`src/common/cdr_pkg.sv`:
```
// Package for the clock-recovery status and squelch control block.
// Assumes a single 25 MHz system clock; all pins are sampled into it.
package cdr_pkg;
    // Reference presence: a run of toggles on the reference input
    localparam int unsigned REF_WIN = 16;
    localparam int unsigned REF_MIN_TOGGLES = 4;
    // Frequency compare window, in system clock cycles
    localparam int unsigned FREQ_WIN = 64;
    // Allowed difference of edge counts between recovered and reference clocks
    localparam logic [7:0] FREQ_TOL = 8'h02;
    // Default bit period minus one, in system clock cycles
    localparam logic [3:0] BIT_PERIOD = 4'h3;
    // Loop lock: consecutive in-phase data edges to declare lock
    localparam logic [7:0] LOCK_RUN = 8'h08;
    // Reset values of the active-low status outputs
    localparam logic LOCK_LOST_N_RST = 1'b0;
    localparam logic SIGNAL_LOST_N_RST = 1'b0;
    // Threshold width of the loss-of-signal level control
    localparam int unsigned AMP_W = 8;

    typedef enum logic [1:0] {
        CDR_TRACK = 2'b00,
        CDR_HOLD = 2'b01,
        CDR_REF = 2'b11
    } cdr_mode_t;
endpackage

```
`src/design/cdr_status_squelch.sv`:
```
// Status, reference forcing and data squelch for a clock-and-data recovery receiver.
// Assumes the sliced serial data, reference, force-lock and mute pins arrive asynchronous to clk.
//
// Overview of operation
// - Present reference sets loop center frequency
// - Lock lost when recovered frequency leaves reference
// - Referenceless: lock lost when loop unlocks while tracking; held when forced
// - Force-lock low: ignore serial data for tracking
// - Force-lock low with reference: follow reference
// - Force-lock low without reference: freeze loop
// - Signal lost when amplitude below threshold
// - Mute forces output zero: true 0, complement 1
// - Recover clock and data from serial input
// - Output data retimed by recovered clock
// - Clock from data unless forced, whatever the lock state
`timescale 1ns/10ps
module cdr_status_squelch
    import cdr_pkg::*;
(
    input wire logic clk,
    input wire logic rst_b,
    input wire logic serial_data_in,
    input wire logic ref_clock_in,
    input wire logic force_ref_lock_n,
    input wire logic data_mute,
    input wire logic [AMP_W-1:0] signal_amplitude,
    input wire logic [AMP_W-1:0] signal_loss_threshold,
    output logic data_out_p,
    output logic data_out_n,
    output logic recovered_clk_out,
    output logic lock_lost_n,
    output logic signal_lost_n,
    output logic ref_present,
    output cdr_mode_t loop_mode
);
    // ==========================================================
    // Input synchronisers
    logic [1:0] din_s, ref_s, frc_s, mute_s;
    always_ff @(posedge clk) begin
        if (!rst_b) begin
            din_s <= 2'h0;
            ref_s <= 2'h3;
            frc_s <= 2'h3;
            mute_s <= 2'h0;
        end else begin
            din_s <= {din_s[0], serial_data_in};
            ref_s <= {ref_s[0], ref_clock_in};
            frc_s <= {frc_s[0], force_ref_lock_n};
            mute_s <= {mute_s[0], data_mute};
        end
    end
    logic din, refc, forced, mute;
    assign din = din_s[1];
    assign refc = ref_s[1];
    assign forced = !frc_s[1];
    assign mute = mute_s[1];

    logic din_d, ref_d;
    always_ff @(posedge clk) begin
        if (!rst_b) begin
            din_d <= 1'b0;
            ref_d <= 1'b1;
        end else begin
            din_d <= din;
            ref_d <= refc;
        end
    end
    logic din_edge, ref_edge;
    assign din_edge = din ^ din_d;
    assign ref_edge = refc ^ ref_d;
    // Frequency and phase follow one edge per reference period
    logic ref_rise;
    assign ref_rise = refc && !ref_d;

    // ==========================================================
    // Reference detection: a reference tied static reads as absent
    logic [4:0] rwin_cnt, rtog_cnt;
    always_ff @(posedge clk) begin
        if (!rst_b) begin
            rwin_cnt <= 5'h00;
            rtog_cnt <= 5'h00;
            ref_present <= 1'b0;
        end else if (rwin_cnt == 5'(REF_WIN - 1)) begin
            rwin_cnt <= 5'h00;
            rtog_cnt <= 5'h00;
            ref_present <= (rtog_cnt >= 5'(REF_MIN_TOGGLES));
        end else begin
            rwin_cnt <= rwin_cnt + 5'h01;
            if (ref_edge && rtog_cnt != 5'h1f) begin
                rtog_cnt <= rtog_cnt + 5'h01;
            end
        end
    end

    // ==========================================================
    // Loop mode
    always_ff @(posedge clk) begin
        if (!rst_b) begin
            loop_mode <= CDR_TRACK;
        end else if (forced && ref_present) begin
            loop_mode <= CDR_REF;
        end else if (forced) begin
            loop_mode <= CDR_HOLD;
        end else begin
            loop_mode <= CDR_TRACK;
        end
    end

    // ==========================================================
    // Recovery loop: bit clock follows data edges while tracking
    // Period is frozen while holding, phase free-runs; data edges unused when forced.
    logic [3:0] phase;
    logic [3:0] period;
    logic [3:0] since_edge;
    logic bit_tick;
    assign bit_tick = (phase == period);
    always_ff @(posedge clk) begin
        if (!rst_b) begin
            phase <= 4'h0;
            since_edge <= 4'h0;
            period <= BIT_PERIOD;
        end else begin
            case (loop_mode)
                CDR_TRACK: begin
                    if (din_edge) begin
                        phase <= 4'h0;
                        since_edge <= 4'h0;
                        if (!ref_present && since_edge != 4'h0) begin
                            period <= since_edge;
                        end
                    end else begin
                        phase <= bit_tick ? 4'h0 : phase + 4'h1;
                        since_edge <= since_edge + 4'h1;
                    end
                end
                CDR_REF: begin
                    // Data ignored, timing taken from the reference
                    phase <= ref_rise ? 4'h0 : (bit_tick ? 4'h0 : phase + 4'h1);
                end
                CDR_HOLD: begin
                    phase <= bit_tick ? 4'h0 : phase + 4'h1;
                end
                default: phase <= 4'h0;
            endcase
            if (ref_present && ref_rise) begin
                period <= BIT_PERIOD;
            end
        end
    end

    always_ff @(posedge clk) begin
        if (!rst_b) begin
            recovered_clk_out <= 1'b0;
        end else begin
            recovered_clk_out <= (phase < {1'b0, period[3:1]});
        end
    end

    // ==========================================================
    // Retiming and squelch on the output stage
    logic retimed;
    always_ff @(posedge clk) begin
        if (!rst_b) begin
            retimed <= 1'b0;
        end else if (bit_tick) begin
            retimed <= din;
        end
    end
    always_ff @(posedge clk) begin
        if (!rst_b) begin
            data_out_p <= 1'b0;
            data_out_n <= 1'b1;
        end else if (bit_tick) begin
            data_out_p <= mute ? 1'b0 : retimed;
            data_out_n <= mute ? 1'b1 : !retimed;
        end
    end

    // ==========================================================
    // Lock detect
    logic [6:0] fwin;
    logic [7:0] rec_cnt, ref_cnt;
    logic [7:0] run_cnt;
    logic freq_bad;
    always_ff @(posedge clk) begin
        if (!rst_b) begin
            fwin <= 7'h00;
            rec_cnt <= 8'h00;
            ref_cnt <= 8'h00;
            freq_bad <= 1'b0;
        end else if (fwin == 7'(FREQ_WIN - 1)) begin
            fwin <= 7'h00;
            rec_cnt <= 8'h00;
            ref_cnt <= 8'h00;
            freq_bad <= (rec_cnt > ref_cnt + FREQ_TOL) ||
                        (ref_cnt > rec_cnt + FREQ_TOL);
        end else begin
            fwin <= fwin + 7'h01;
            rec_cnt <= rec_cnt + {7'h00, bit_tick};
            ref_cnt <= ref_cnt + {7'h00, ref_rise};
        end
    end
    always_ff @(posedge clk) begin
        if (!rst_b) begin
            run_cnt <= 8'h00;
        end else if (din_edge && since_edge != period && since_edge != 4'h0) begin
            run_cnt <= 8'h00;
        end else if (din_edge && run_cnt != LOCK_RUN) begin
            run_cnt <= run_cnt + 8'h01;
        end
    end
    always_ff @(posedge clk) begin
        if (!rst_b) begin
            lock_lost_n <= LOCK_LOST_N_RST;
        end else if (ref_present) begin
            lock_lost_n <= !freq_bad;
        end else if (loop_mode == CDR_TRACK) begin
            lock_lost_n <= (run_cnt == LOCK_RUN);
        end
    end

    // ==========================================================
    // Loss of signal; amplitude arrives as a settled level
    always_ff @(posedge clk) begin
        if (!rst_b) begin
            signal_lost_n <= SIGNAL_LOST_N_RST;
        end else begin
            signal_lost_n <= !(signal_amplitude < signal_loss_threshold);
        end
    end

    // ==========================================================
    // Checks
    AST_SQUELCH_ZERO: assert property (@(posedge clk) disable iff (!rst_b)
        $past(mute) && $past(bit_tick) |-> !data_out_p && data_out_n)
        else $error("muted output not zero");
    AST_LEGS_OPPOSITE: assert property (@(posedge clk) disable iff (!rst_b)
        data_out_p != data_out_n) else $error("output legs not complementary");
    AST_PASS_DATA: assert property (@(posedge clk) disable iff (!rst_b)
        !$past(mute) && $past(bit_tick) |-> data_out_p == $past(retimed))
        else $error("retimed data not passed");
    AST_SIGNAL_LOSS: assert property (@(posedge clk) disable iff (!rst_b)
        signal_amplitude < signal_loss_threshold |=> !signal_lost_n)
        else $error("signal loss not flagged");
    AST_HOLD_MODE: assert property (@(posedge clk) disable iff (!rst_b)
        forced && !ref_present |=> loop_mode == CDR_HOLD)
        else $error("loop not frozen");
    AST_REF_MODE: assert property (@(posedge clk) disable iff (!rst_b)
        forced && ref_present |=> loop_mode == CDR_REF)
        else $error("loop not on reference");
    AST_HOLD_PERIOD: assert property (@(posedge clk) disable iff (!rst_b)
        loop_mode == CDR_HOLD && !ref_present |=> $stable(period))
        else $error("period moved while frozen");
    AST_FREQ_LOSS: assert property (@(posedge clk) disable iff (!rst_b)
        ref_present && freq_bad |=> !lock_lost_n)
        else $error("frequency loss not flagged");
    AST_LOOP_LOSS: assert property (@(posedge clk) disable iff (!rst_b)
        !ref_present && loop_mode == CDR_TRACK && run_cnt != LOCK_RUN |=> !lock_lost_n)
        else $error("loop unlock not flagged");

    COV_MUTE: cover property (@(posedge clk) disable iff (!rst_b) mute && bit_tick);
    COV_REF: cover property (@(posedge clk) disable iff (!rst_b) loop_mode == CDR_REF);
    COV_HOLD: cover property (@(posedge clk) disable iff (!rst_b) loop_mode == CDR_HOLD);
    COV_LOCK: cover property (@(posedge clk) disable iff (!rst_b) $rose(lock_lost_n));
endmodule

```
`config.mk`:
```
export PLATFORM = sky130hd
export DESIGN_NAME = cdr_status_squelch
export DESIGN_NICKNAME = d
export VERILOG_FILES = /design/src/common/cdr_pkg.sv /design/src/design/cdr_status_squelch.sv
export SDC_FILE = /design/constraint.sdc
export NUM_CORES = 1
export LEC_CHECK = 0
export BUFFER_PORTS_ARGS = -buffer_cell sky130_fd_sc_hd__buf_4
export CAP_MARGIN = 20
export CORE_ASPECT_RATIO = 0.8
export CORE_MARGIN = 10
export CORE_UTILIZATION = 46
export DETAILED_ROUTE_END_ITERATION = 16
export HOLD_SLACK_MARGIN = 0.1
export MAX_ROUTING_LAYER = met4
export PLACE_DENSITY_LB_ADDON = 0.2
export SYNTH_ARGS = -nofsm -noshare
export SYNTH_HDL_FRONTEND = slang
export SYNTH_SLANG_ARGS = --single-unit
```
`constraint.sdc`:
```
create_clock -name clk -period 2.3 [get_ports clk]
set_input_delay 0.46 -clock clk [delete_from_list [all_inputs] [get_ports clk]]
set_output_delay 0.46 -clock clk [all_outputs]
set_load 0.05 [all_outputs]
```
# Word level (Yosys, flattened, before mapping)
# Index checks and enable logic that the tools add are counted.
dict set report word_totals {
  out_inout_bits 8
  register_bits 73
  word_cells 85
}
dict set report op_classes {
  addsub 10
  magnitude_cmp 5
  eq_ne 9
  bitwise_logic 3
  n_reduce_logical 23
  n_mux 11
}
# op n
set op_table {}
lappend op_table {{$add A8 B1 Y8} 2}
lappend op_table {{$add A8 B2 Y8 const B} 2}
lappend op_table {{$gt A8 B8 Y1} 2}
lappend op_table {{$mux W4} 4}
lappend op_table {{$pmux W4 S3} 1}
lappend op_table {{$add A5 B1 Y5 const B} 2}
lappend op_table {{$add A4 B1 Y4 const B} 2}
lappend op_table {{$add A8 B1 Y8 const B} 1}
lappend op_table {{$eq A8 B4 Y1 const B} 1}
lappend op_table {{$logic_and A1 B1 Y1} 8}
lappend op_table {{$lt A8 B8 Y1} 1}
lappend op_table {{$ne A8 B4 Y1 const B} 1}
lappend op_table {{$reduce_or A2 Y1} 4}
lappend op_table {{$add A7 B1 Y7 const B} 1}
lappend op_table {{$eq A7 B6 Y1 const B} 1}
lappend op_table {{$logic_not A1 Y1} 6}
lappend op_table {{$eq A5 B4 Y1 const B} 1}
lappend op_table {{$ge A5 B3 Y1 const B} 1}
lappend op_table {{$mux W1} 5}
lappend op_table {{$ne A5 B5 Y1 const B} 1}
lappend op_table {{$eq A4 B4 Y1} 1}
lappend op_table {{$lt A4 B3 Y1} 1}
lappend op_table {{$ne A4 B4 Y1} 1}
lappend op_table {{$reduce_bool A4 Y1} 1}
lappend op_table {{other kinds (9)} 10}

# Logic depth before layout (Yosys ltp)
dict set report logic_depth {
  word_depth 4
  ltp_mapped 9
  depth_no_buf 8
}

# Worst setup path after synthesis
# OpenSTA, ideal clock, no wires.
dict set report synth_path {
  path_type {reg2reg}
  startpoint {register ref_cnt[3]}
  endpoint {register freq_bad}
  n_path_buf 1
  slack_ns 0.274
  synth_period_minus_slack_ns 2.026
  path_stages_with_launch 10
  required_time_ns 2.173
  arrival_time_ns 1.899
  path_cell_list {dfxtp_1 -> clkbuf_1 -> and3_1 -> nand3_1 -> xor2_1 -> ha_1 -> nand4_1 -> or3_1 -> o31ai_1 -> a31oi_1}
}
dict set report synth_via {
  elab_chain_cells 3
  elab_cells_between_ends 4
}
# element line
set synth_rtl {}
lappend synth_rtl {{start: declaration} cdr_status_squelch.sv:182} ;# logic [7:0] rec_cnt, ref_cnt;
lappend synth_rtl {{start signal: assignment} cdr_status_squelch.sv:200} ;# ref_cnt <= ref_cnt + {7'h00, ref_rise};
lappend synth_rtl {{$add A8 B2 Y8} cdr_status_squelch.sv:195} ;# freq_bad <= (rec_cnt > ref_cnt + FREQ_TOL) ||
lappend synth_rtl {{$gt A8 B8 Y1} cdr_status_squelch.sv:195}
lappend synth_rtl {{$logic_or A1 B1 Y1 *} cdr_status_squelch.sv:195}
lappend synth_rtl {{end signal: assignment} cdr_status_squelch.sv:195}
lappend synth_rtl {{end: declaration} cdr_status_squelch.sv:184} ;# logic freq_bad;
# Mark *: on every way between the ends. The rest lies on a longest branch, timed or not.
# A chain may end at the register's enable or synchronous reset.

# Worst setup path in the final report
dict set report layout_path {
  startpoint {register ref_cnt[1]}
  endpoint {register freq_bad}
}
# The elaborated chain is that of the path after synthesis.

==> results.py <==
metrics = {
    "cts": {
        "cts_tree": "yes",
        "clk_transition_reported_paths_ns": 0.08,
        "cts.path.max_buffers": 2,
        "cts_buffers": 9,
        "clock-sinks": 73,
        "cts_max_level": 3,
        "insertion_delay_ns": 0.35,
        "cts_hold_buf": 0,
        "cts_setup_buffers": 0,
        "cts-root-buf": "clkbuf_8",
    },
    "power_and_ir_drop": {
        "switching_power_mw": 0.6734,
        "vdd_drop_max_v": 0.0004211,
        "p_total_mw": 2.607,
        "seq_power_share": 0.515,
        "p_clk_frac": 0.391,
        "power.leakage_nw": 1.925,
        "combPwrFrac": 0.094,
        "internal_power_mw": 1.934,
        "swShare": 0.2583,
        "cellPowerDensity_mw_per_mm2": 614.1,
    },
    "yosys": {
        "seq_area_frac_synth": 0.3989,
        "synth_cell_types": 39,
        "synth_area_mm2": 0.003664,
        "synth_edf_count": 0,
        "ys_warn_count": 0,
        "synth_area_per_cell_um2": 9.159,
        "syn_nets": 465,
        "synth-seq-cells": 73,
        "synth.top_cell.area_share": 0.3989,
        "synthTopCellsByArea": "dfxtp_1, ha_1, xor2_1, nor2_1, xnor2_1",
        "syn_inst": 400,
        "synthFlopType": "dfxtp_1",
        "synthArstFlopShare": 0,
        "yosys.area.top_type": "dfxtp_1",
    },
    "sta": {
        "post-route-period-util": 0.9040,
        "rsz0062_at_grt": "no",
        "period_needed_ns": 2.079,
        "holdWs_ns": 0.2877,
        "drv_slew": 0,
        "relSlewSlack": 0.5794,
        "skew_ns": 0.01065,
        "max_freq_mhz": 481.0,
        "final-setup-viol-count": 0,
        "tightest_slew_ns": 0.6268,
        "finalHoldViolations": 0,
        "fin_setup_tns_ns": 0,
    },
    "layout": {
        "final_area_mm2": 0.004245,
        "final_nets": 505,
        "final_cells": 553,
        "syn_to_final_growth_pct": 15.88,
        "num_antenna_cells": 0,
        "drive_above_1_share": 0.1281,
        "fillers": 751,
    },
    "global_route": {
        "antenna_found_initial": 0,
        "grt_use_total": 0.1228,
        "use_met2": 0.1723,
        "grt_pass1_vias": 2577,
        "use_met1": 0.1612,
        "top_usage_layer": "met2",
        "grt_pass1_wl_um": 11800,
        "gr-usage-met3": 0.04319,
        "grt_max_degree": 34,
        "grt_overflow": 0,
    },
    "worst_setup_path": {
        "worst_path_max_delay_cell": "dfxtp_1",
        "crit_type": "register to register",
        "critical_path_required_ns": 2.53,
        "cp.arrival_ns": 2.31,
        "timing.rr.end": "freq_bad",
        "r2r_setup_slack_ns": 0.22,
        "crit_cells": 8,
        "critical_path.endpoint": "freq_bad",
        "path_buf_inv": 0,
        "endpoint_kind": "register",
        "cp_cell_sequence": "ha_1, nand3_1, xor2_1, ha_1, nand4_1, or3_1, o31ai_1, a31oi_1",
        "cp_max_fo": 6,
        "crit_family": "adder cells",
        "cp_slowest_stage_delay_ns": 0.46,
        "rr_worst_depth": 8,
        "startpoint_type": "register",
        "startpoint": "ref_cnt[1]",
        "crit_top_cell": "ha_1",
        "rr_startpoint": "ref_cnt[1]",
    },
    "routing": {
        "drc": 0,
        "drt-wirelength-per-cell_um": 12.48,
        "drtIter0Drc": 138,
        "ant_nets": 0,
        "drtPass1Iterations": 4,
        "via_per_inst": 4.995,
        "vias": 2762,
        "drt_wl_total_um": 6901,
    },
    "die": {
        "die_area_mm2": 0.01196,
        "rows": 29,
        "pin_count": 30,
        "die_h_um": 99.82,
        "coreArea_mm2": 0.007838,
        "initial_core_util": 0.4674,
        "fp.dieW_um": 119.8,
    },
    "worst_hold_path": {
        "hold-path-cell-count": 2,
        "min_path_type": "primary input to register",
    },
    "place": {
        "place_area_mm2": 0.004039,
        "gp_congestion": 0.9241,
        "placed_cells": 537,
        "portBuffers": 29,
        "hpwl_um": 5271,
    },
    "status": {
        "status": "complete, no violations",
    },
    "run": {
        "cap_violations": 0,
    },
}
how the worst min path moves through the flow:
stage / end / start
after global placement: loop_mode[0] / frc_s[1]
final: ref_s[0] / ref_clock_in
after CTS: ref_s[0] / ref_clock_in
after floorplan: loop_mode[0] / frc_s[1]
after detailed placement: loop_mode[0] / frc_s[1]
after global routing: frc_s[0] / force_ref_lock_n
registers in the layout, indices dropped and copies added, names as in the netlist, 2 cells and up:
signal      cells
loop_mode       2
period          4
fwin            7
run_cnt         8
since_edge      4
rec_cnt         8
ref_s           2
mute_s          2
frc_s           2
ref_cnt         8
din_s           2
rwin_cnt        5
phase           4
rtog_cnt        5
cell type report:
type / instances / area, um^2 / area share
Multi-Input combinational cell: 295 / 2077 / 0.4892
Inverter: 24 / 90.09 / 0.02122
Sequential cell: 73 / 1463 / 0.3445
Timing Repair Buffer: 37 / 277.8 / 0.06543
Tap cell: 108 / 135.1 / 0.03183
Clock inverter: 7 / 78.83 / 0.01857
Clock buffer: 9 / 123.9 / 0.02918
kinds of logic (layout without fill, tap and decap cells):
kind of cell	Yosys count	count (layout)	synth area share
AO/OA/AOI/OAI	52	52	0.08845
XOR/XNOR	48	48	0.1148
adder cells (fa/ha/maj)	43	43	0.1469
buffers and inverters	32	77	0.03484
flip-flops	73	73	0.3989
multiplexers	3	3	0.008197
AND/OR/NAND/NOR	149	149	0.2080
timing repair:
action	CTS	global route
hold endpoints to repair	0	0
gates resized for setup	0	2
setup endpoints to repair	0	1
cell usage in the layout (no fill, tap or decap), types with 2 or more instances in the layout:
cell type	Yosys	routed
ha_1	43	42
and3_1	9	9
o211ai_1	2	2
inv_6	0	2
a211oi_1	2	2
clkinvlp_4	0	3
nor2b_1	7	7
a21o_1	6	6
a21boi_0	3	3
nand2b_1	10	10
dfxtp_1	73	72
a21oi_1	14	14
nor2_1	44	44
nand4_1	10	10
mux2i_1	3	3
o21bai_1	2	2
buf_4	0	37
and2_1	14	14
nand2_1	23	23
or3_1	6	6
o31ai_1	2	2
xnor2_1	11	11
inv_1	24	24
clkbuf_8	0	9
xor2_1	37	37
a31oi_1	2	2
nand3_1	18	18
o21ai_1	2	2
o21ai_0	13	13
metrics by stage:
step / setup slack, ns / util
after floorplan: 0.2737 / -
after global placement: 0.2803 / 0.5153
after detailed placement: 0.2114 / 0.5153
after CTS: 0.1645 / 0.5412
after global routing: 0.05345 / 0.5417
final: 0.2208 / 0.5417
cells in the mapped netlist, types with 2 or more instances:
master / number
a211oi_1: 2
a21boi_0: 3
a21o_1: 6
a21oi_1: 14
a31oi_1: 2
and2_1: 14
and3_1: 9
clkbuf_1: 7
dfxtp_1: 73
ha_1: 43
inv_1: 24
mux2i_1: 3
nand2_1: 23
nand2b_1: 10
nand3_1: 18
nand4_1: 10
nor2_1: 44
nor2b_1: 7
o211ai_1: 2
o21ai_0: 13
o21ai_1: 2
o21bai_1: 2
o31ai_1: 2
or3_1: 6
xnor2_1: 11
xor2_1: 37
power by group through the flow:
stage / Clock [mW] / Sequential, mW / Combinational (mW)
2_1_floorplan: 0 / 1.38 / 0.153
3_3_place_gp: 0 / 1.37 / 0.241
3_5_place_dp: 0 / 1.37 / 0.246
4_1_cts: 1.06 / 1.34 / 0.248
5_1_grt: 1.11 / 1.35 / 0.276
6_report: 1.02 / 1.34 / 0.245
per-layer routing:
| metal | wire length [um] | up-vias |
|---|---|---|
| met5 | 0 | - |
| met4 | 70 | 0 |
| met3 | 379 | 5 |
| met2 | 2821 | 67 |
| met1 | 3629 | 1262 |
| li1 | - | 1428 |
(Power assumes the default switching activity.)
